`config.mk`:
```
export PLATFORM = sky130hd
export DESIGN_NAME = pc_stack_core
export DESIGN_NICKNAME = d
export VERILOG_FILES = /design/src/logic/pc_stack_pkg.sv /design/src/logic/return_stack_mem.sv /design/src/logic/indirect_decode.sv /design/src/logic/pc_stack_core.sv
export SDC_FILE = /design/constraint.sdc
export NUM_CORES = 1
export LEC_CHECK = 0
export ABC_AREA = 1
export BUFFER_PORTS_ARGS = -buffer_cell sky130_fd_sc_hd__buf_2
export CAP_MARGIN = 10
export CELL_PAD_IN_SITES_DETAIL_PLACEMENT = 0
export CELL_PAD_IN_SITES_GLOBAL_PLACEMENT = 1
export CORE_ASPECT_RATIO = 0.9
export CORE_MARGIN = 8
export CORE_UTILIZATION = 42
export DETAILED_ROUTE_END_ITERATION = 6
export PLACE_DENSITY_LB_ADDON = 0.1
export SETUP_SLACK_MARGIN = 0.5
export SKIP_LAST_GASP = 1
export SLEW_MARGIN = 20
export SYNTH_ARGS = -nofsm -noshare
export SYNTH_HDL_FRONTEND = slang
export SYNTH_SLANG_ARGS = --single-unit
```
`constraint.sdc`:
```
create_clock -name core_clk -period 9.1 [get_ports core_clk]
set_clock_uncertainty 0.1 [all_clocks]
set_input_delay 1.82 -clock core_clk [delete_from_list [all_inputs] [get_ports core_clk]]
set_output_delay 1.82 -clock core_clk [all_outputs]
set_load 0.02 [all_outputs]
```
`src/logic/pc_stack_pkg.sv`:
```
// Purpose: Shared constants for program counter, return stack and indirect decode
// Assumes: One core clock, asynchronous active-low reset
// Notes: Register offsets are data-space addresses on the plain register port
package pc_stack_pkg;
  // ==========================================================
  // Widths
  localparam int PC_W = 15;
  localparam int SP_W = 5;
  localparam int STACK_DEPTH = 16;
  localparam int FA_W = 16;
  localparam int DA_W = 12;
  // ==========================================================
  // Register offsets
  localparam logic [DA_W-1:0] OFS_COUNTER_LOW = 12'h002;
  localparam logic [DA_W-1:0] OFS_HIGH_LATCH = 12'h00A;
  localparam logic [DA_W-1:0] OFS_IND0 = 12'h000;
  localparam logic [DA_W-1:0] OFS_IND1 = 12'h001;
  localparam logic [DA_W-1:0] OFS_PTR0_LOW = 12'h004;
  localparam logic [DA_W-1:0] OFS_PTR0_HIGH = 12'h005;
  localparam logic [DA_W-1:0] OFS_PTR1_LOW = 12'h006;
  localparam logic [DA_W-1:0] OFS_PTR1_HIGH = 12'h007;
  localparam logic [DA_W-1:0] OFS_PWR_STATUS = 12'h096;
  localparam logic [DA_W-1:0] OFS_STACK_PTR = 12'hFED;
  localparam logic [DA_W-1:0] OFS_TOP_LOW = 12'hFEE;
  localparam logic [DA_W-1:0] OFS_TOP_HIGH = 12'hFEF;
  // ==========================================================
  // Field positions and reset values
  localparam int BIT_OVF = 7;
  localparam int BIT_UNF = 6;
  localparam logic [SP_W-1:0] SP_EMPTY = 5'h1F;
  localparam logic [SP_W-1:0] SP_TOP = 5'h0F;
  localparam logic [PC_W-1:0] PC_RESET = 15'h0000;
  localparam logic [7:0] BYTE_ZERO = 8'h00;
  // ==========================================================
  // Indirect address regions
  localparam logic [FA_W-1:0] TRAD_END = 16'h0FFF;
  localparam logic [FA_W-1:0] LIN_BASE = 16'h2000;
  localparam logic [FA_W-1:0] LIN_END = 16'h29AF;
  localparam logic [FA_W-1:0] BANK_BYTES = 16'h0050;
  localparam logic [6:0] BANK_RAM_BASE = 7'h20;
  // ==========================================================
  // Program counter operations
  typedef enum logic [3:0] {
    OP_NONE = 4'b0000,
    OP_STEP = 4'b0001,
    OP_CALL = 4'b0010,
    OP_CALL_ACC = 4'b0011,
    OP_BRANCH_ACC = 4'b0100,
    OP_REL_BRANCH = 4'b0101,
    OP_RETURN = 4'b0110,
    OP_RETURN_LIT = 4'b0111,
    OP_RETURN_INT = 4'b1000,
    OP_INT_VECTOR = 4'b1001,
    OP_GOTO = 4'b1010
  } pc_op_e;
  localparam logic [PC_W-1:0] INT_VECTOR = 15'h0004;
endpackage

```
`src/logic/return_stack_mem.sv`:
```
// Purpose: Return stack storage with registered read data
// Assumes: One write and one read address per cycle
// Notes: Outside program and data space
`timescale 1ns/1ps
module return_stack_mem
  import pc_stack_pkg::*;
#(
  parameter int DEPTH = STACK_DEPTH,
  parameter int WIDTH = PC_W
) (
  // Clock
  input wire logic core_clk,
  // Write side
  input wire logic wr_en,
  input wire logic [$clog2(DEPTH)-1:0] wr_addr,
  input wire logic [WIDTH-1:0] wr_data,
  // Read side
  input wire logic [$clog2(DEPTH)-1:0] rd_addr,
  output logic [WIDTH-1:0] rd_data
);
  initial begin
    if (DEPTH < 2) $error("DEPTH too small");
  end
  // Storage array, no reset: contents unknown until pushed
  logic [WIDTH-1:0] mem_r [DEPTH];
  // ==========================================================
  // Write and registered read
  always_ff @(posedge core_clk) begin
    if (wr_en) begin
      mem_r[wr_addr] <= wr_data;
    end
    rd_data <= mem_r[rd_addr];
  end
endmodule

```
`src/logic/indirect_decode.sv`:
```
// Purpose: Decode a 16-bit indirect pointer into memory regions
// Assumes: Purely combinational
// Notes: Linear region maps to 80-byte general purpose RAM blocks per bank
`timescale 1ns/1ps
module indirect_decode
  import pc_stack_pkg::*;
(
  // Pointer in
  input wire logic [FA_W-1:0] ptr,
  // Decode out
  output logic is_trad,
  output logic is_lin,
  output logic is_prog,
  output logic [DA_W-1:0] data_addr,
  output logic [PC_W-1:0] prog_addr
);
  logic [FA_W-1:0] lin_ofs;
  logic [FA_W-1:0] bank;
  logic [FA_W-1:0] rem_ofs;
  // ==========================================================
  // Region selection
  assign is_prog = ptr[FA_W-1];
  assign is_trad = !is_prog && (ptr <= TRAD_END);
  assign is_lin = (ptr >= LIN_BASE) && (ptr <= LIN_END);
  assign prog_addr = ptr[PC_W-1:0];
  // Linear bank arithmetic
  assign lin_ofs = ptr - LIN_BASE;
  assign bank = lin_ofs / BANK_BYTES;
  assign rem_ofs = lin_ofs % BANK_BYTES;
  // Common bytes never reached: remainder stays below 80
  assign data_addr = is_trad ? ptr[DA_W-1:0] :
    {bank[4:0], 7'(BANK_RAM_BASE + rem_ofs[6:0])};
endmodule

```
`src/logic/pc_stack_core.sv`:
```
// Purpose: Program counter sequencing, return stack and indirect access
// Assumes: Decoder issues one operation per cycle; memories answer combinationally
// Notes: Program-memory indirect reads take one extra cycle
// Overview of operation
// - Fifteen-bit counter, low byte plus latch.
// - Every reset clears the counter.
// - Low-byte write loads high from latch.
// - Call: operand low bits, latch bits 6:3.
// - Accumulator call: low from accumulator, high latch.
// - Accumulator branch adds one plus unsigned.
// - Relative branch adds one plus signed.
// - Sixteen entries, fifteen bits, private stack.
// - Calls push, returns pop, latch untouched.
// - Fault reset off: stack wraps circularly.
// - Overflow and underflow flags always set.
// - Pointer and top pair readable, writable.
// - Push increments first, pop decrements after.
// - Empty pointer 0x1F, first push 0x00.
// - Fault reset on: request reset, flags.
// - Self-pointing indirect: reads zero, writes dropped.
// - Pointer is sixteen bits from two bytes.
// - Traditional range maps absolute addresses.
// - Linear range spans consecutive bank blocks.
// - Unimplemented indirect reads return zero.
// - Pointer top bit selects program memory.
// - Program writes ignored, reads add cycle.
`timescale 1ns/1ps
module pc_stack_core
  import pc_stack_pkg::*;
#(
  parameter int DEPTH = STACK_DEPTH
) (
  // Clock and reset
  input wire logic core_clk,
  input wire logic rstn,
  // Decoder operation
  input wire logic op_valid,
  input wire logic [3:0] op_code,
  input wire logic [10:0] operand,
  input wire logic [7:0] accumulator,
  input wire logic stack_fault_reset_enable,
  // Register port
  input wire logic [DA_W-1:0] reg_addr,
  input wire logic [7:0] reg_wdata,
  input wire logic reg_wr,
  input wire logic reg_rd,
  output logic [7:0] reg_rdata,
  // Indirect access select (0 or 1)
  input wire logic ind_sel,
  // Data memory
  output logic [DA_W-1:0] dmem_addr,
  output logic dmem_wr,
  output logic [7:0] dmem_wdata,
  output logic dmem_rd,
  input wire logic [7:0] dmem_rdata,
  input wire logic dmem_present,
  // Program memory indirect read
  output logic [PC_W-1:0] pmem_addr,
  output logic pmem_rd,
  input wire logic [13:0] pmem_rdata,
  // Status and control
  output logic [PC_W-1:0] program_counter,
  output logic stall,
  output logic stack_fault_reset,
  output logic stack_overflow_flag,
  output logic stack_underflow_flag
);
  initial begin
    if (DEPTH != STACK_DEPTH) $error("stack depth must be 16");
  end
  // ==========================================================
  // State
  logic [PC_W-1:0] pc_r;
  logic [PC_W-1:0] pc_nxt;
  logic [6:0] counter_high_latch_r;
  logic [SP_W-1:0] sp_r;
  logic [SP_W-1:0] sp_nxt;
  logic stack_overflow_flag_r;
  logic stack_underflow_flag_r;
  logic fault_r;
  logic [FA_W-1:0] ptr0_r;
  logic [FA_W-1:0] ptr1_r;
  logic prog_wait_r;
  logic [7:0] rdata_r;
  logic [7:0] rdata_nxt;
  // ==========================================================
  // Operation decode
  pc_op_e op;
  logic is_push;
  logic is_pop;
  logic pc_low_wr;
  logic overflow_ev;
  logic underflow_ev;
  assign op = op_valid ? pc_op_e'(op_code) : OP_NONE;
  assign is_push = (op == OP_CALL) || (op == OP_CALL_ACC) || (op == OP_INT_VECTOR);
  assign is_pop = (op == OP_RETURN) || (op == OP_RETURN_LIT) || (op == OP_RETURN_INT);
  assign pc_low_wr = reg_wr && (reg_addr == OFS_COUNTER_LOW);
  // Overflow when pushing from the top entry, underflow when popping empty
  assign overflow_ev = is_push && (sp_r == SP_TOP);
  assign underflow_ev = is_pop && (sp_r == SP_EMPTY);
  // ==========================================================
  // Stack pointer math
  function automatic logic [SP_W-1:0] sp_step(input logic [SP_W-1:0] sp, input logic up);
    logic [SP_W-1:0] r;
    r = up ? SP_W'(sp + 1'b1) : SP_W'(sp - 1'b1);
    // Circular wrap within the 16 entries, keeping empty reachable from 0
    if (up && sp == SP_TOP) begin
      r = 5'h00;
    end else if (!up && sp == SP_EMPTY) begin
      r = SP_TOP;
    end
    return r;
  endfunction
  logic [SP_W-1:0] sp_push;
  logic [3:0] stack_slot;
  assign sp_push = sp_step(sp_r, 1'b1);
  assign stack_slot = is_push ? sp_push[3:0] : sp_r[3:0];
  // ==========================================================
  // Stack memory
  logic [PC_W-1:0] top_rdata;
  logic stack_wr;
  logic [PC_W-1:0] stack_wdata;
  logic top_low_wr;
  logic top_high_wr;
  logic [PC_W-1:0] top_cur;
  assign top_low_wr = reg_wr && (reg_addr == OFS_TOP_LOW);
  assign top_high_wr = reg_wr && (reg_addr == OFS_TOP_HIGH);
  // Top entry read combinationally from the registered copy below
  logic [PC_W-1:0] top_shadow_r;
  assign top_cur = top_shadow_r;
  // Push stores the return address; software writes patch the top pair
  assign stack_wr = is_push || top_low_wr || top_high_wr;
  assign stack_wdata = is_push ? pc_r :
    top_low_wr ? {top_cur[14:8], reg_wdata} : {reg_wdata[6:0], top_cur[7:0]};
  return_stack_mem #(
    .DEPTH(STACK_DEPTH),
    .WIDTH(PC_W)
  ) u_stack (
    .core_clk(core_clk),
    .wr_en(stack_wr),
    .wr_addr(stack_slot),
    .wr_data(stack_wdata),
    .rd_addr(sp_nxt[3:0]),
    .rd_data(top_rdata)
  );
  // Shadow follows memory read data except on same-cycle write to new top
  logic shadow_bypass_r;
  logic [PC_W-1:0] shadow_data_r;
  always_ff @(posedge core_clk or negedge rstn) begin
    if (!rstn) begin
      shadow_bypass_r <= 1'b0;
      shadow_data_r <= PC_RESET;
    end else begin
      shadow_bypass_r <= stack_wr && (stack_slot == sp_nxt[3:0]);
      shadow_data_r <= stack_wdata;
    end
  end
  assign top_shadow_r = shadow_bypass_r ? shadow_data_r : top_rdata;
  // ==========================================================
  // Program counter next value
  logic [PC_W-1:0] pc_plus1;
  assign pc_plus1 = PC_W'(pc_r + 1'b1);
  always_comb begin
    pc_nxt = pc_r;
    case (op)
      OP_STEP: pc_nxt = pc_plus1;
      OP_GOTO: pc_nxt = {counter_high_latch_r[6:3], operand};
      OP_CALL: pc_nxt = {counter_high_latch_r[6:3], operand};
      OP_CALL_ACC: pc_nxt = {counter_high_latch_r, accumulator};
      OP_BRANCH_ACC: pc_nxt = PC_W'(pc_plus1 + {7'h00, accumulator});
      OP_REL_BRANCH: pc_nxt = PC_W'(pc_plus1 + {{6{operand[8]}}, operand[8:0]});
      OP_RETURN, OP_RETURN_LIT, OP_RETURN_INT: pc_nxt = top_cur;
      OP_INT_VECTOR: pc_nxt = INT_VECTOR;
      default: pc_nxt = pc_r;
    endcase
    // A low-byte write overrides: latch joins the written byte
    if (pc_low_wr) begin
      pc_nxt = {counter_high_latch_r, reg_wdata};
    end
  end
  // ==========================================================
  // Stack pointer next value
  always_comb begin
    sp_nxt = sp_r;
    if (is_push) begin
      sp_nxt = sp_push;
    end else if (is_pop) begin
      sp_nxt = sp_step(sp_r, 1'b0);
    end else if (reg_wr && reg_addr == OFS_STACK_PTR) begin
      sp_nxt = reg_wdata[SP_W-1:0];
    end
  end
  // ==========================================================
  // Counter, latch and stack state
  always_ff @(posedge core_clk or negedge rstn) begin
    if (!rstn) begin
      pc_r <= PC_RESET;
      sp_r <= SP_EMPTY;
      counter_high_latch_r <= 7'h00;
    end else begin
      pc_r <= stall ? pc_r : pc_nxt;
      sp_r <= sp_nxt;
      // Latch untouched by push and pop
      if (reg_wr && reg_addr == OFS_HIGH_LATCH) begin
        counter_high_latch_r <= reg_wdata[6:0];
      end
    end
  end
  // Sticky flags: event beats software clear in same cycle
  always_ff @(posedge core_clk or negedge rstn) begin
    if (!rstn) begin
      stack_overflow_flag_r <= 1'b0;
      stack_underflow_flag_r <= 1'b0;
      fault_r <= 1'b0;
    end else begin
      if (overflow_ev) begin
        stack_overflow_flag_r <= 1'b1;
      end else if (reg_wr && reg_addr == OFS_PWR_STATUS) begin
        stack_overflow_flag_r <= reg_wdata[BIT_OVF];
      end
      if (underflow_ev) begin
        stack_underflow_flag_r <= 1'b1;
      end else if (reg_wr && reg_addr == OFS_PWR_STATUS) begin
        stack_underflow_flag_r <= reg_wdata[BIT_UNF];
      end
      // Reset request only when the fault option is on
      fault_r <= stack_fault_reset_enable && (overflow_ev || underflow_ev);
    end
  end
  assign stack_fault_reset = fault_r;
  assign stack_overflow_flag = stack_overflow_flag_r;
  assign stack_underflow_flag = stack_underflow_flag_r;
  assign program_counter = pc_r;
  // ==========================================================
  // Indirect pointers and decode
  logic [FA_W-1:0] ptr_cur;
  logic ind_access;
  logic d_trad;
  logic d_lin;
  logic d_prog;
  logic [DA_W-1:0] d_addr;
  logic [PC_W-1:0] d_paddr;
  logic self_ref;
  assign ptr_cur = ind_sel ? ptr1_r : ptr0_r;
  assign ind_access = (reg_wr || reg_rd) && (reg_addr == OFS_IND0 || reg_addr == OFS_IND1);
  indirect_decode u_dec (
    .ptr(ptr_cur),
    .is_trad(d_trad),
    .is_lin(d_lin),
    .is_prog(d_prog),
    .data_addr(d_addr),
    .prog_addr(d_paddr)
  );
  // Pointing at either port reads zero and drops writes
  assign self_ref = d_trad && (d_addr == OFS_IND0 || d_addr == OFS_IND1);
  assign dmem_addr = d_addr;
  assign dmem_wr = ind_access && reg_wr && (d_trad || d_lin) && !self_ref;
  assign dmem_wdata = reg_wdata;
  assign dmem_rd = ind_access && reg_rd && (d_trad || d_lin) && !self_ref;
  assign pmem_addr = d_paddr;
  assign pmem_rd = ind_access && reg_rd && d_prog;
  // Extra cycle on program-memory reads: hold the counter once
  assign stall = ind_access && reg_rd && d_prog && !prog_wait_r;
  always_ff @(posedge core_clk or negedge rstn) begin
    if (!rstn) begin
      ptr0_r <= 16'h0000;
      ptr1_r <= 16'h0000;
      prog_wait_r <= 1'b0;
    end else begin
      prog_wait_r <= stall;
      if (reg_wr && reg_addr == OFS_PTR0_LOW) ptr0_r[7:0] <= reg_wdata;
      if (reg_wr && reg_addr == OFS_PTR0_HIGH) ptr0_r[15:8] <= reg_wdata;
      if (reg_wr && reg_addr == OFS_PTR1_LOW) ptr1_r[7:0] <= reg_wdata;
      if (reg_wr && reg_addr == OFS_PTR1_HIGH) ptr1_r[15:8] <= reg_wdata;
    end
  end
  // ==========================================================
  // Read mux, data one cycle after the strobe
  always_comb begin
    rdata_nxt = BYTE_ZERO;
    if (ind_access) begin
      if (self_ref) rdata_nxt = BYTE_ZERO;
      else if (d_prog) rdata_nxt = pmem_rdata[7:0];
      else if ((d_trad || d_lin) && dmem_present) rdata_nxt = dmem_rdata;
      else rdata_nxt = BYTE_ZERO;
    end else begin
      case (reg_addr)
        OFS_COUNTER_LOW: rdata_nxt = pc_r[7:0];
        OFS_HIGH_LATCH: rdata_nxt = {1'b0, counter_high_latch_r};
        OFS_STACK_PTR: rdata_nxt = {3'h0, sp_r};
        OFS_TOP_LOW: rdata_nxt = top_cur[7:0];
        OFS_TOP_HIGH: rdata_nxt = {1'b0, top_cur[14:8]};
        OFS_PWR_STATUS: rdata_nxt = {stack_overflow_flag_r, stack_underflow_flag_r, 6'h00};
        OFS_PTR0_LOW: rdata_nxt = ptr0_r[7:0];
        OFS_PTR0_HIGH: rdata_nxt = ptr0_r[15:8];
        OFS_PTR1_LOW: rdata_nxt = ptr1_r[7:0];
        OFS_PTR1_HIGH: rdata_nxt = ptr1_r[15:8];
        default: rdata_nxt = BYTE_ZERO;
      endcase
    end
  end
  always_ff @(posedge core_clk or negedge rstn) begin
    if (!rstn) begin
      rdata_r <= BYTE_ZERO;
    end else begin
      rdata_r <= reg_rd ? rdata_nxt : BYTE_ZERO;
    end
  end
  assign reg_rdata = rdata_r;
endmodule

```
After elaboration in Yosys (flattened, before gate mapping). Memories as Yosys holds them, arrays and structs flattened. A register that Yosys moved wholly into a read port is not among the register bits. Index checks and enable logic that the tools add are counted.

Add/sub/neg operators: 7. Multiply operators: 0. Div/mod/pow operators: 2. Order comparisons: 3. Equality and inequality tests: 25. Shift-type cells: 0. Muxes and demuxes: 26. Bitwise logic cells: 1. Reduce and logical (&&, ||, !) cells: 50.

Operators by type and width (number): case mux 15 bit (7 select lines) (1); case mux 8 bit (10 select lines) (1); 2-to-1 mux 15 bit (4); == test 12 x 3 -> 1 bit (second input constant) (4); 2-to-1 mux 8 bit (5); == test 12 bit (second input constant) (3); logical AND 1 bit (27); 2-to-1 mux 5 bit (5); == test 12 x 1 -> 1 bit (second input constant) (2); logical NOT 12 bit (2); divider 16 x 7 -> 16 bit (second input constant) (1); == test 4 x 3 -> 1 bit (second input constant) (4); >= comparator 16 x 14 -> 1 bit (second input constant) (1); less-or-equal comparator 16 x 12 -> 1 bit (second input constant) (1); less-or-equal comparator 16 x 14 -> 1 bit (second input constant) (1); modulo 16 x 7 -> 16 bit (second input constant) (1); 2-to-1 mux 16 bit (1); subtractor 16 x 14 -> 16 bit (second input constant) (1); adder 15 x 1 -> 15 bit (second input constant) (1); adder 15 bit (1); adder 15 x 8 -> 15 bit (1); == test 12 x 2 -> 1 bit (second input constant) (1); == test 12 x 4 -> 1 bit (second input constant) (1); == test 12 x 8 -> 1 bit (second input constant) (1); 21 further kinds (43).

Flip-flop bits (word level): 87. Latch bits: 0. Memory bits (writable): 240. Memory bits (read-only): 0. Input port bits: 73. Output and inout port bits: 65. Word-level logic and storage cells: 130. Memories kept: 1.

Memory list: u_stack.mem_r (words 16, width 15, read ports 1, clocked after memory_dff 1, write ports 1, RTL line return_stack_mem.sv:25) `logic [WIDTH-1:0] mem_r [DEPTH];`.

Longest topological paths before layout. Gate-level depths: netlist (run 1).

Depth after elaboration: 11. Mapped depth: 62. Depth with buffers taken out: 62.

By module. Synthesis (run 1) repeated with hierarchy kept, for this count alone.

Cells, all modules: 2495. Area, all modules: 19764.0 um2.

By module, submodules not included: return_stack_mem (times used 1, cells each 1009, area an instance 10611.4 um2, seq. area each 7507.2 um2); pc_stack_core (times used 1, cells each 1106, area an instance 7223.2 um2, seq. area each 2183.3 um2); indirect_decode (times used 1, cells each 380, area an instance 1929.4 um2, seq. area each 0.0 um2).

Worst setup path before layout (run 1). OpenSTA, ideal clock, no wires.

Path type: input port to output port. Start point: in ind_sel. End point: out dmem_wr. Data arrival time: 7.076 ns. Required time: 7.180 ns. Slack: 0.104 ns. Stages on the path: 51. Path buffers: 1. Cells stage by stage: buf_6 -> o21ai_0 -> ha_1 -> nand3_1 -> and2_2 -> o21ai_1 -> nand3_1 -> nand2_1 -> inv_2 -> nand2_4 -> nand3_1 -> nand3_2 -> nand2_4 -> nand2_2 -> nand2_1 -> nand2_1 -> inv_2 -> nand2_2 -> [... 15 more ...] -> nor2_2 -> nand2_2 -> nand2_2 -> nand3_2 -> nor2_2 -> nand3_1 -> nand3_1 -> nand2_1 -> nor2_2 -> nand3_2 -> nand2_1 -> nand2_1 -> nand2_1 -> nand2_1 -> nor2_2 -> nand3_4 -> nand4_1 -> inv_1.

Cells in the longest elaborated chain, start to end: 10. Elaborated cells on any way between the ends: 20. Classes of those cells: add/sub (2); div (2); order compare (3); eq/ne (1); mux (2); reduce/logical (10).

RTL lines: start, declared (RTL line pc_stack_core.sv:49) `input wire logic ind_sel,`; 2-to-1 mux 16 bit * (RTL line pc_stack_core.sv:244) `assign ptr_cur = ind_sel ? ptr1_r : ptr0_r;`; subtractor 16 x 14 -> 16 bit (RTL line indirect_decode.sv:27) `assign lin_ofs = ptr - LIN_BASE;`; modulo 16 x 7 -> 16 bit (RTL line indirect_decode.sv:29) `assign rem_ofs = lin_ofs % BANK_BYTES;`; adder 6 x 7 -> 7 bit (RTL line indirect_decode.sv:32) `{bank[4:0], 7'(BANK_RAM_BASE + rem_ofs[6:0])};`; 2-to-1 mux 12 bit * (RTL line indirect_decode.sv:31) `assign data_addr = is_trad ? ptr[DA_W-1:0] :`; named net dmem_addr[5] (RTL line pc_stack_core.sv:51) `output logic [DA_W-1:0] dmem_addr,`; == test 12 x 1 -> 1 bit or logical NOT 12 bit (tied branches) (RTL line pc_stack_core.sv:255) `assign self_ref = d_trad && (d_addr == OFS_IND0 || d_addr == OFS_IND1);`; logical OR 1 bit * (RTL line pc_stack_core.sv:255); logical AND 1 bit * (RTL line pc_stack_core.sv:255); logical NOT 1 bit * (RTL line pc_stack_core.sv:257) `assign dmem_wr = ind_access && reg_wr && (d_trad || d_lin) && !self_ref;`; logical AND 1 bit * (RTL line pc_stack_core.sv:257); end, declared (RTL line pc_stack_core.sv:52) `output logic dmem_wr,`.

Mark *: on every way through the listed nets, which the timed path passes. The rest lies on a longest branch.

Final worst setup path (run 1).
Start point: in ind_sel. End point: out dmem_wr.

Cells in the longest elaborated chain, start to end: 10. Elaborated cells on any way between the ends: 20. Classes of those cells: add/sub (2); div (2); order compare (3); eq/ne (1); mux (2); reduce/logical (10).

RTL lines (RTL line): 2-to-1 mux 16 bit * (pc_stack_core.sv:244); subtractor 16 x 14 -> 16 bit (indirect_decode.sv:27); modulo 16 x 7 -> 16 bit (indirect_decode.sv:29); adder 6 x 7 -> 7 bit (indirect_decode.sv:32); 2-to-1 mux 12 bit (indirect_decode.sv:31); == test 12 x 1 -> 1 bit or logical NOT 12 bit (tied branches) (pc_stack_core.sv:255); logical OR 1 bit (pc_stack_core.sv:255); logical AND 1 bit (pc_stack_core.sv:255); logical NOT 1 bit (pc_stack_core.sv:257); logical AND 1 bit * (pc_stack_core.sv:257).

Mark *: on every way between the ends. The rest lies on a longest branch, timed or not.

==> impl_metrics.tcl, run 1 <==
set metrics [dict create \
    coreArea_sq_um 42700 \
    num_rows 72 \
    yosys.area_share.xor_xnor_pct 0.9212 \
    r2r_cells 50 \
    timing.final.crit_share_pct 102.5 \
    dr.max_layer_used "met4" \
    p_comb_share_pct 56.0 \
    tightestPinTransition_ps 1025 \
    crit_slowest_cell "ha_4" \
    critical_path_class "in2out" \
    yosysUniqueCellTypes 60 \
    antenna_found_initial 0 \
    p_sw_w 0.003425 \
    drv_slew 0 \
    cts.htree.levels 2 \
    synth_area_sq_um 18060 \
    synth_fp_nets 2088 \
    yosysSeqAreaShare_pct 53.64 \
    hold_class "reg2reg" \
    ys_warn_count 0 \
    io_buffers 131 \
    arrival_ps 7410 \
    syn_area_per_cell_sq_um 9.055 \
    wl_met3_mm 2.816 \
    grt_pass1_wl_mm 84.71 \
    met2_length_mm 24.96 \
    rsz0062_at_grt "true" \
    die_w_microns 234.6 \
    async_flop_share_pct 25.44 \
    cts_hold_buf 0 \
    finalSetupViolations 3 \
    clockBufferDepth 3 \
    clock.fmax_mhz 107.2 \
    synthAdderAreaFrac_pct 1.427 \
    synthMuxAreaShare_pct 0.8658 \
    cellPowerDensity_nw_per_um2 356.0 \
    hold-worst-slack_ps 366.2 \
    p_leak_nw 9.140 \
    worstPathRequired_ps 7180 \
    post-dp-hpwl_mm 38.06 \
    grt_pass1_vias 14470 \
    drive_gt1_share_pct 24.81 \
    violations "setup timing" \
    path_common_cell "nand2_4" \
    drc 0 \
    synth_compound_area_share_pct 15.15 \
    synth-simple-area-share_pct 21.72 \
    seqPwrFrac_pct 25.2 \
    dieArea_sq_um 49910 \
    nets 2339 \
    end_kind "output pin" \
    worst_path_largest_cell_delay_ps 280 \
    cts-root-buf "clkbuf_16" \
    p_clk_share_pct 18.8 \
    vias_per_cell 5.411 \
    maxCapViolCount 0 \
    finish.utilization_pct 52.04 \
    ys_ff_latch 342 \
    vias 15300 \
    synth_top_family_by_area "simple AND/OR/NAND/NOR gates" \
    path_max_fanout 8 \
    wirelength_mm 55.32 \
    drtIter0Drc 1255 \
    synth-edff-count 240 \
    tns_ps -670.4 \
    min_path_cells 1 \
    hold_viol 0 \
    num_antenna_cells 0 \
    min_period_ps 9330 \
    setup_slack_ps -230.4 \
    die_h_microns 212.8 \
    grt_overflow 0 \
    firstDrtPassIters 5 \
    p_int_w 0.004485 \
    preCtsSetupSlack_ps -512.7 \
    start_kind "primary input" \
    layout_commonest_cell "nor2_1" \
    numCtsBuffers 38 \
    synth-main-ff-cell "edfxtp_1" \
    r2r_setup_slack_ps 2820 \
    layout_common_cells "nor2_1 (303), o21ai_0 (255), nand2_1 (242)" \
    start_util_pct 42.31 \
    ant_nets 0 \
    netSwitchingFraction_pct 43.30 \
    synth_cells 1995 \
    clock_sinks 342 \
    status "complete, but fails checks" \
    wl_met1_mm 25.98 \
    slew_headroom_pct 31.44 \
    peakVddDrop_v 0.0002701 \
    place_congestion 0.8713 \
    grt_max_degree 73 \
    grt_usage_pct 21.38 \
    area_growth_pct 23.00 \
    clk_pin_slew_ps 60 \
    ios 138 \
    clkLatencyLatePin_ps 550 \
    routedWlPerCell_microns 19.56 \
    tritoncts "yes" \
]
==> state kept, by name, indices dropped and copies added, names as in the netlist, 5 cells and up <==
name                  flops
reg_rdata                 8
counter_high_latch_r      7
u_stack.mem_r           240
sp_r                      5
ptr1_r                   16
ptr0_r                   16
u_stack.rd_data          15
program_counter          15
shadow_data_r            15
==> layout make-up <==
cell class / instances / area [sq um]
Timing Repair Buffer: 296 / 1996
Clock buffer: 55 / 1075
Clock inverter: 12 / 136.4
Inverter: 196 / 765.7
Multi-Input combinational cell: 1372 / 7863
Tap cell: 555 / 694.4
Sequential cell: 342 / 9691
Fill cell: 3920 / 20480
==> routing by layer <==
layer | vias up | GRT usage (%)
met3 | 86 | 3.212
met5 | - | 0
met2 | 442 | 34.09
met4 | 0 | 6.747
met1 | 7341 | 29.90
li1 | 7432 | -
==> stage by stage <==
step | area, sq um | total power [W] | std cells
floorplan | 18100 | 0.004399 | 1995
global placement | 20050 | 0.005604 | 2721
detailed placement | 20060 | 0.005663 | 2721
CTS | 21800 | 0.007582 | 2815
global route | 22220 | 0.008426 | 2828
finish | 22220 | 0.007910 | 2828
==> worst max-delay path, delay by kind of cell <==
kind                       cells  cell delay [ps]
buffers and inverters          8              720
adders and majority gates      1              280
AOI/OAI and AO/OA              4              750
and+or+nand+nor               35             3840
==> power groups by stage <==
stage          Combinational (W)  Sequential, W  Clock [W]
2_1_floorplan            0.00238        0.00202          0
3_3_place_gp             0.00358        0.00202          0
3_5_place_dp             0.00364        0.00203          0
4_1_cts                  0.00407        0.00199    0.00151
5_1_grt                  0.00485        0.00201    0.00156
6_report                 0.00443        0.00200    0.00148
==> synthesized netlist by cell type (11+ instances only) <==
library cell  number  share of area [%]
nand4_1           29                1.0
clkbuf_1          69                1.4
nor3_1            48                1.3
a21oi_1           51                1.4
nor2_2            12               0.42
dfxtp_1           15                1.7
dfrtp_1           82                 11
nand2_2           44                1.5
o221ai_1          33                1.6
a221oi_1          16               0.78
inv_2             12               0.25
xor2_1            17               0.82
buf_4             11               0.46
o211ai_1          24                1.0
o21ai_0          270                7.5
nand3_2           16               0.89
nand2_4           13               0.81
o22ai_1           14               0.48
ha_1              19                1.3
nor2_1           310                6.4
nand3_1           95                2.6
edfxtp_1         240                 40
inv_1            174                3.6
nand2_1          275                5.7
==> cell families after synthesis <==
group / after synthesis
AO/OA/AOI/OAI: 461
XOR/XNOR: 19
adder cells (fa/ha/maj): 20
buffers and inverters: 281
flip-flops: 342
multiplexers: 15
AND/OR/NAND/NOR: 857
==> what timing repair did <==
| action | 4_1_cts | 5_1_grt |
|---|---|---|
| endpoints found under the setup margin | 7 | 8 |
| setup buffers | 27 | 12 |
| pin swaps | 34 | 35 |
| gates resized for setup | 72 | 70 |
| cloned | 0 | 1 |
==> path summary, 6_finish.rpt <==
check                                        from                             endpoint
min in group asynchronous                    rstn      program_counter[10]$_DFFE_PN0P_
hold / removal              prog_wait_r$_DFF_PN0_                prog_wait_r$_DFF_PN0_
hold reg to reg             prog_wait_r$_DFF_PN0_                prog_wait_r$_DFF_PN0_
setup reg to reg           ptr1_r[14]$_DFFE_PN0P_               reg_rdata[6]$_DFF_PN0_
max in group asynchronous                    rstn  counter_high_latch_r[4]$_DFFE_PN0P_
setup / recovery                          ind_sel                              dmem_wr
Power figures use the tool's default switching activity.
==> inputs of run 2 (changes only) <==
- ABC_AREA: 1 -> 0
- CORE_UTILIZATION: 42 -> 43
==> run 2 against run 1 <==
Against the previous run:
- the run ends with DRC left
- clock-buffer cell count stayed put
- clock power hardly changed
- setup slack improved by 520 ps
- sequential power is essentially flat
- cell count is 9.1% lower
- wire length increased by 8.2%
- global-route usage is 2.2 points higher
- sequential share of layout area up 0.11 points
- first-iteration DRC count is 7.9% higher
- total power decreased by 35%
- hold slack improved by 1.5 ps
- maximum frequency grew 5.9%
==> impl_metrics.tcl, run 2 <==
set metrics [dict create \
    ant_nets 0 \
    min_path_cells 1 \
    die_h_microns 212.4 \
    violations "DRC" \
    vias 15160 \
    start_kind "primary input" \
    reg2reg_to "u_stack.rd_data[8]$_DFF_P_" \
    path_common_cell "a221o_1" \
    drc 1 \
    rsz0062_at_grt "true" \
    cts.htree.levels 2 \
    clockBufferDepth 3 \
    synth_area_sq_um 18430 \
    async_flop_share_pct 25.44 \
    top_register "u_stack.mem_r" \
    gr-max-usage-layer "met2" \
    path_buf_inv 6 \
    grtUsageMet1_pct 32.95 \
    cellPowerDensity_nw_per_um2 230.6 \
    ios 138 \
    numCtsBuffers 37 \
    yosysSeqAreaShare_pct 52.57 \
    coreArea_sq_um 42610 \
    critical_path_class "in2out" \
    finish.utilization_pct 52.01 \
    layout_commonest_cell "nand2_1" \
    ys_ff_latch 342 \
    crit_slowest_cell "a2111o_1" \
    grt_overflow 0 \
    top_regs "u_stack.mem_r (240), ptr0_r (16), ptr1_r (16)" \
    post-synth-top-count-cell "nand2_1" \
    place_congestion 0.8769 \
    synth-main-ff-cell "edfxtp_1" \
    finalInstanceArea_sq_um 22160 \
    start_util_pct 43.26 \
    grt_pass1_vias 14600 \
    worst_path_largest_cell_delay_ps 500 \
    synth_top_area_share_pct 39.10 \
    synth_fp_nets 1918 \
    synth_cells 1825 \
    layout_common_cells "nand2_1 (355), edfxtp_1 (240), buf_2 (126)" \
    wirelength_mm 59.84 \
    synth-edff-count 240 \
    finalSetupViolations 0 \
    r2r_setup_slack_ps 4320 \
    min_period_ps 8815 \
    cts-root-buf "clkbuf_16" \
    timing.final.crit_share_pct 96.87 \
    r2r_cells 12 \
    worstPathRequired_ps 7180 \
    hold_class "reg2reg" \
    path_max_fanout 8 \
    firstDrtPassIters 7 \
    num_rows 72 \
    die_w_microns 234.2 \
    use_met2_pct 38.19 \
    tightestPinTransition_ps 923.5 \
    arrival_ps 6890 \
    yosysUniqueCellTypes 95 \
    num-fill-cells 3857 \
    drv_slew 0 \
    clkLatencyLatePin_ps 540 \
    post-dp-hpwl_mm 38.67 \
    vias_per_cell 5.893 \
    setup_slack_ps 285.3 \
    peakVddDrop_v 0.0001697 \
    nets 2081 \
    yosys-top-cells-area "edfxtp_1 (39%), dfrtp_1 (11%), nand2_1 (7.2%)" \
    maxCapViolCount 0 \
    io_buffers 131 \
    syn_area_per_cell_sq_um 10.10 \
    clock.fmax_mhz 113.4 \
    largest_reg_flops 240 \
    cts_hold_buf 0 \
    grt_max_degree 77 \
    grt_pass1_wl_mm 90.11 \
    ys_warn_count 0 \
    synth_top_cell_by_area "edfxtp_1" \
    holdPathEnd "prog_wait_r$_DFF_PN0_" \
    clock_sinks 342 \
    synthTopCellsByCount "nand2_1 (356), edfxtp_1 (240), a21oi_1 (112)" \
    antenna_found_initial 2 \
    tritoncts "yes" \
    place_area_sq_um 20090 \
    area_growth_pct 20.24 \
    worst_r2r_startpoint "sp_r[0]$_DFF_PN1_" \
    power_w 0.005110 \
    tns_ps 0 \
    slew_headroom_pct 36.67 \
    end_kind "output pin" \
    status "complete, but fails checks" \
    path_cells "buf_12, buf_12, nor4_4, o211ai_1, a2111o_1, a221o_1, a221o_1, buf_6, o21ai_4, a21o_1, o32a_1, a32oi_4, buf_4, a211oi_4, a211oi_4, o2bb2ai_4, buf_4, a221o_1, or2_4, and3_1, o31a_1, buf_6" \
    drive_gt1_share_pct 25.29 \
    grt_usage_pct 23.56 \
    num_antenna_cells 0 \
    hold_viol 0 \
    drtIter0Drc 1354 \
    hold_start "prog_wait_r$_DFF_PN0_" \
    clk_pin_slew_ps 60 \
    p_leak_nw 8.837 \
    path_delay_family "compound AO/OA/AOI/OAI gates" \
    dieArea_sq_um 49760 \
    preCtsSetupSlack_ps -60.93 \
    grtUsageMet3_pct 3.335 \
    routedWlPerCell_microns 23.27 \
]
-- run 2: stage by stage --
stage          std cells  hold slack (ps)
2_1_floorplan       1825            396.2
3_3_place_gp        2457            362.8
3_5_place_dp        2457            361.6
4_1_cts             2553            369.4
5_1_grt             2572            369.3
6_report            2572            367.7
-- run 2: worst max path at each step --
stage | cells after the start | endpoint | slack, ps | start
floorplan | 24 | dmem_addr[5] | 140 | ind_sel
global placement | 21 | dmem_addr[6] | 10 | ind_sel
detailed placement | 20 | dmem_addr[6] | -60 | ind_sel
CTS | 22 | dmem_addr[6] | 310 | ind_sel
global route | 22 | dmem_addr[6] | 120 | ind_sel
finish | 22 | dmem_addr[6] | 290 | ind_sel
-- run 2: power breakdown --
part	switching, W	leakage (nW)	internal [W]
clock network	0.000622	0.577	0.000832
logic	0.00113	4.84	0.000521
registers	0.000117	3.42	0.00188
total	0.00187	8.84	0.00324
-- run 2: area by class of cell --
type                    instances  area, sq um  area share [%]
inverters                      47        181.4          0.8186
well taps                     555        694.4           3.133
multi-input cells            1300         8670           39.12
repair buffers                260         1754           7.915
flip-flops and latches        342         9691           43.72
clock inverters                13        88.84          0.4008
clock buffers                  55         1085           4.894
-- run 2: layer usage --
layer / routed length [microns] / vias to the layer above
met4: 1404 / 0
met2: 28220 / 440
met5: 0 / -
li1: - / 7108
met1: 26690 / 7516
met3: 3535 / 92
-- run 2: logic make-up (layout without fill, tap and decap cells) --
| group | count (synthesis) | in the layout | synth area share, % |
|---|---|---|---|
| AOI/OAI and AO/OA | 421 | 421 | 15.82 |
| xor gates and xnor gates | 40 | 40 | 2.091 |
| adders and majority gates | 21 | 21 | 1.453 |
| buffers and inverters | 184 | 375 | 4.215 |
| DFF | 342 | 342 | 52.57 |
| muxes | 102 | 102 | 6.225 |
| and+or+nand+nor | 715 | 716 | 17.63 |
-- run 2: repair_timing --
action                                  CTS  global route
setup buffers                            26            18
gates resized for setup                  44            45
pin swaps                                27            42
cloned                                    2             1
endpoints found under the setup margin    5             5
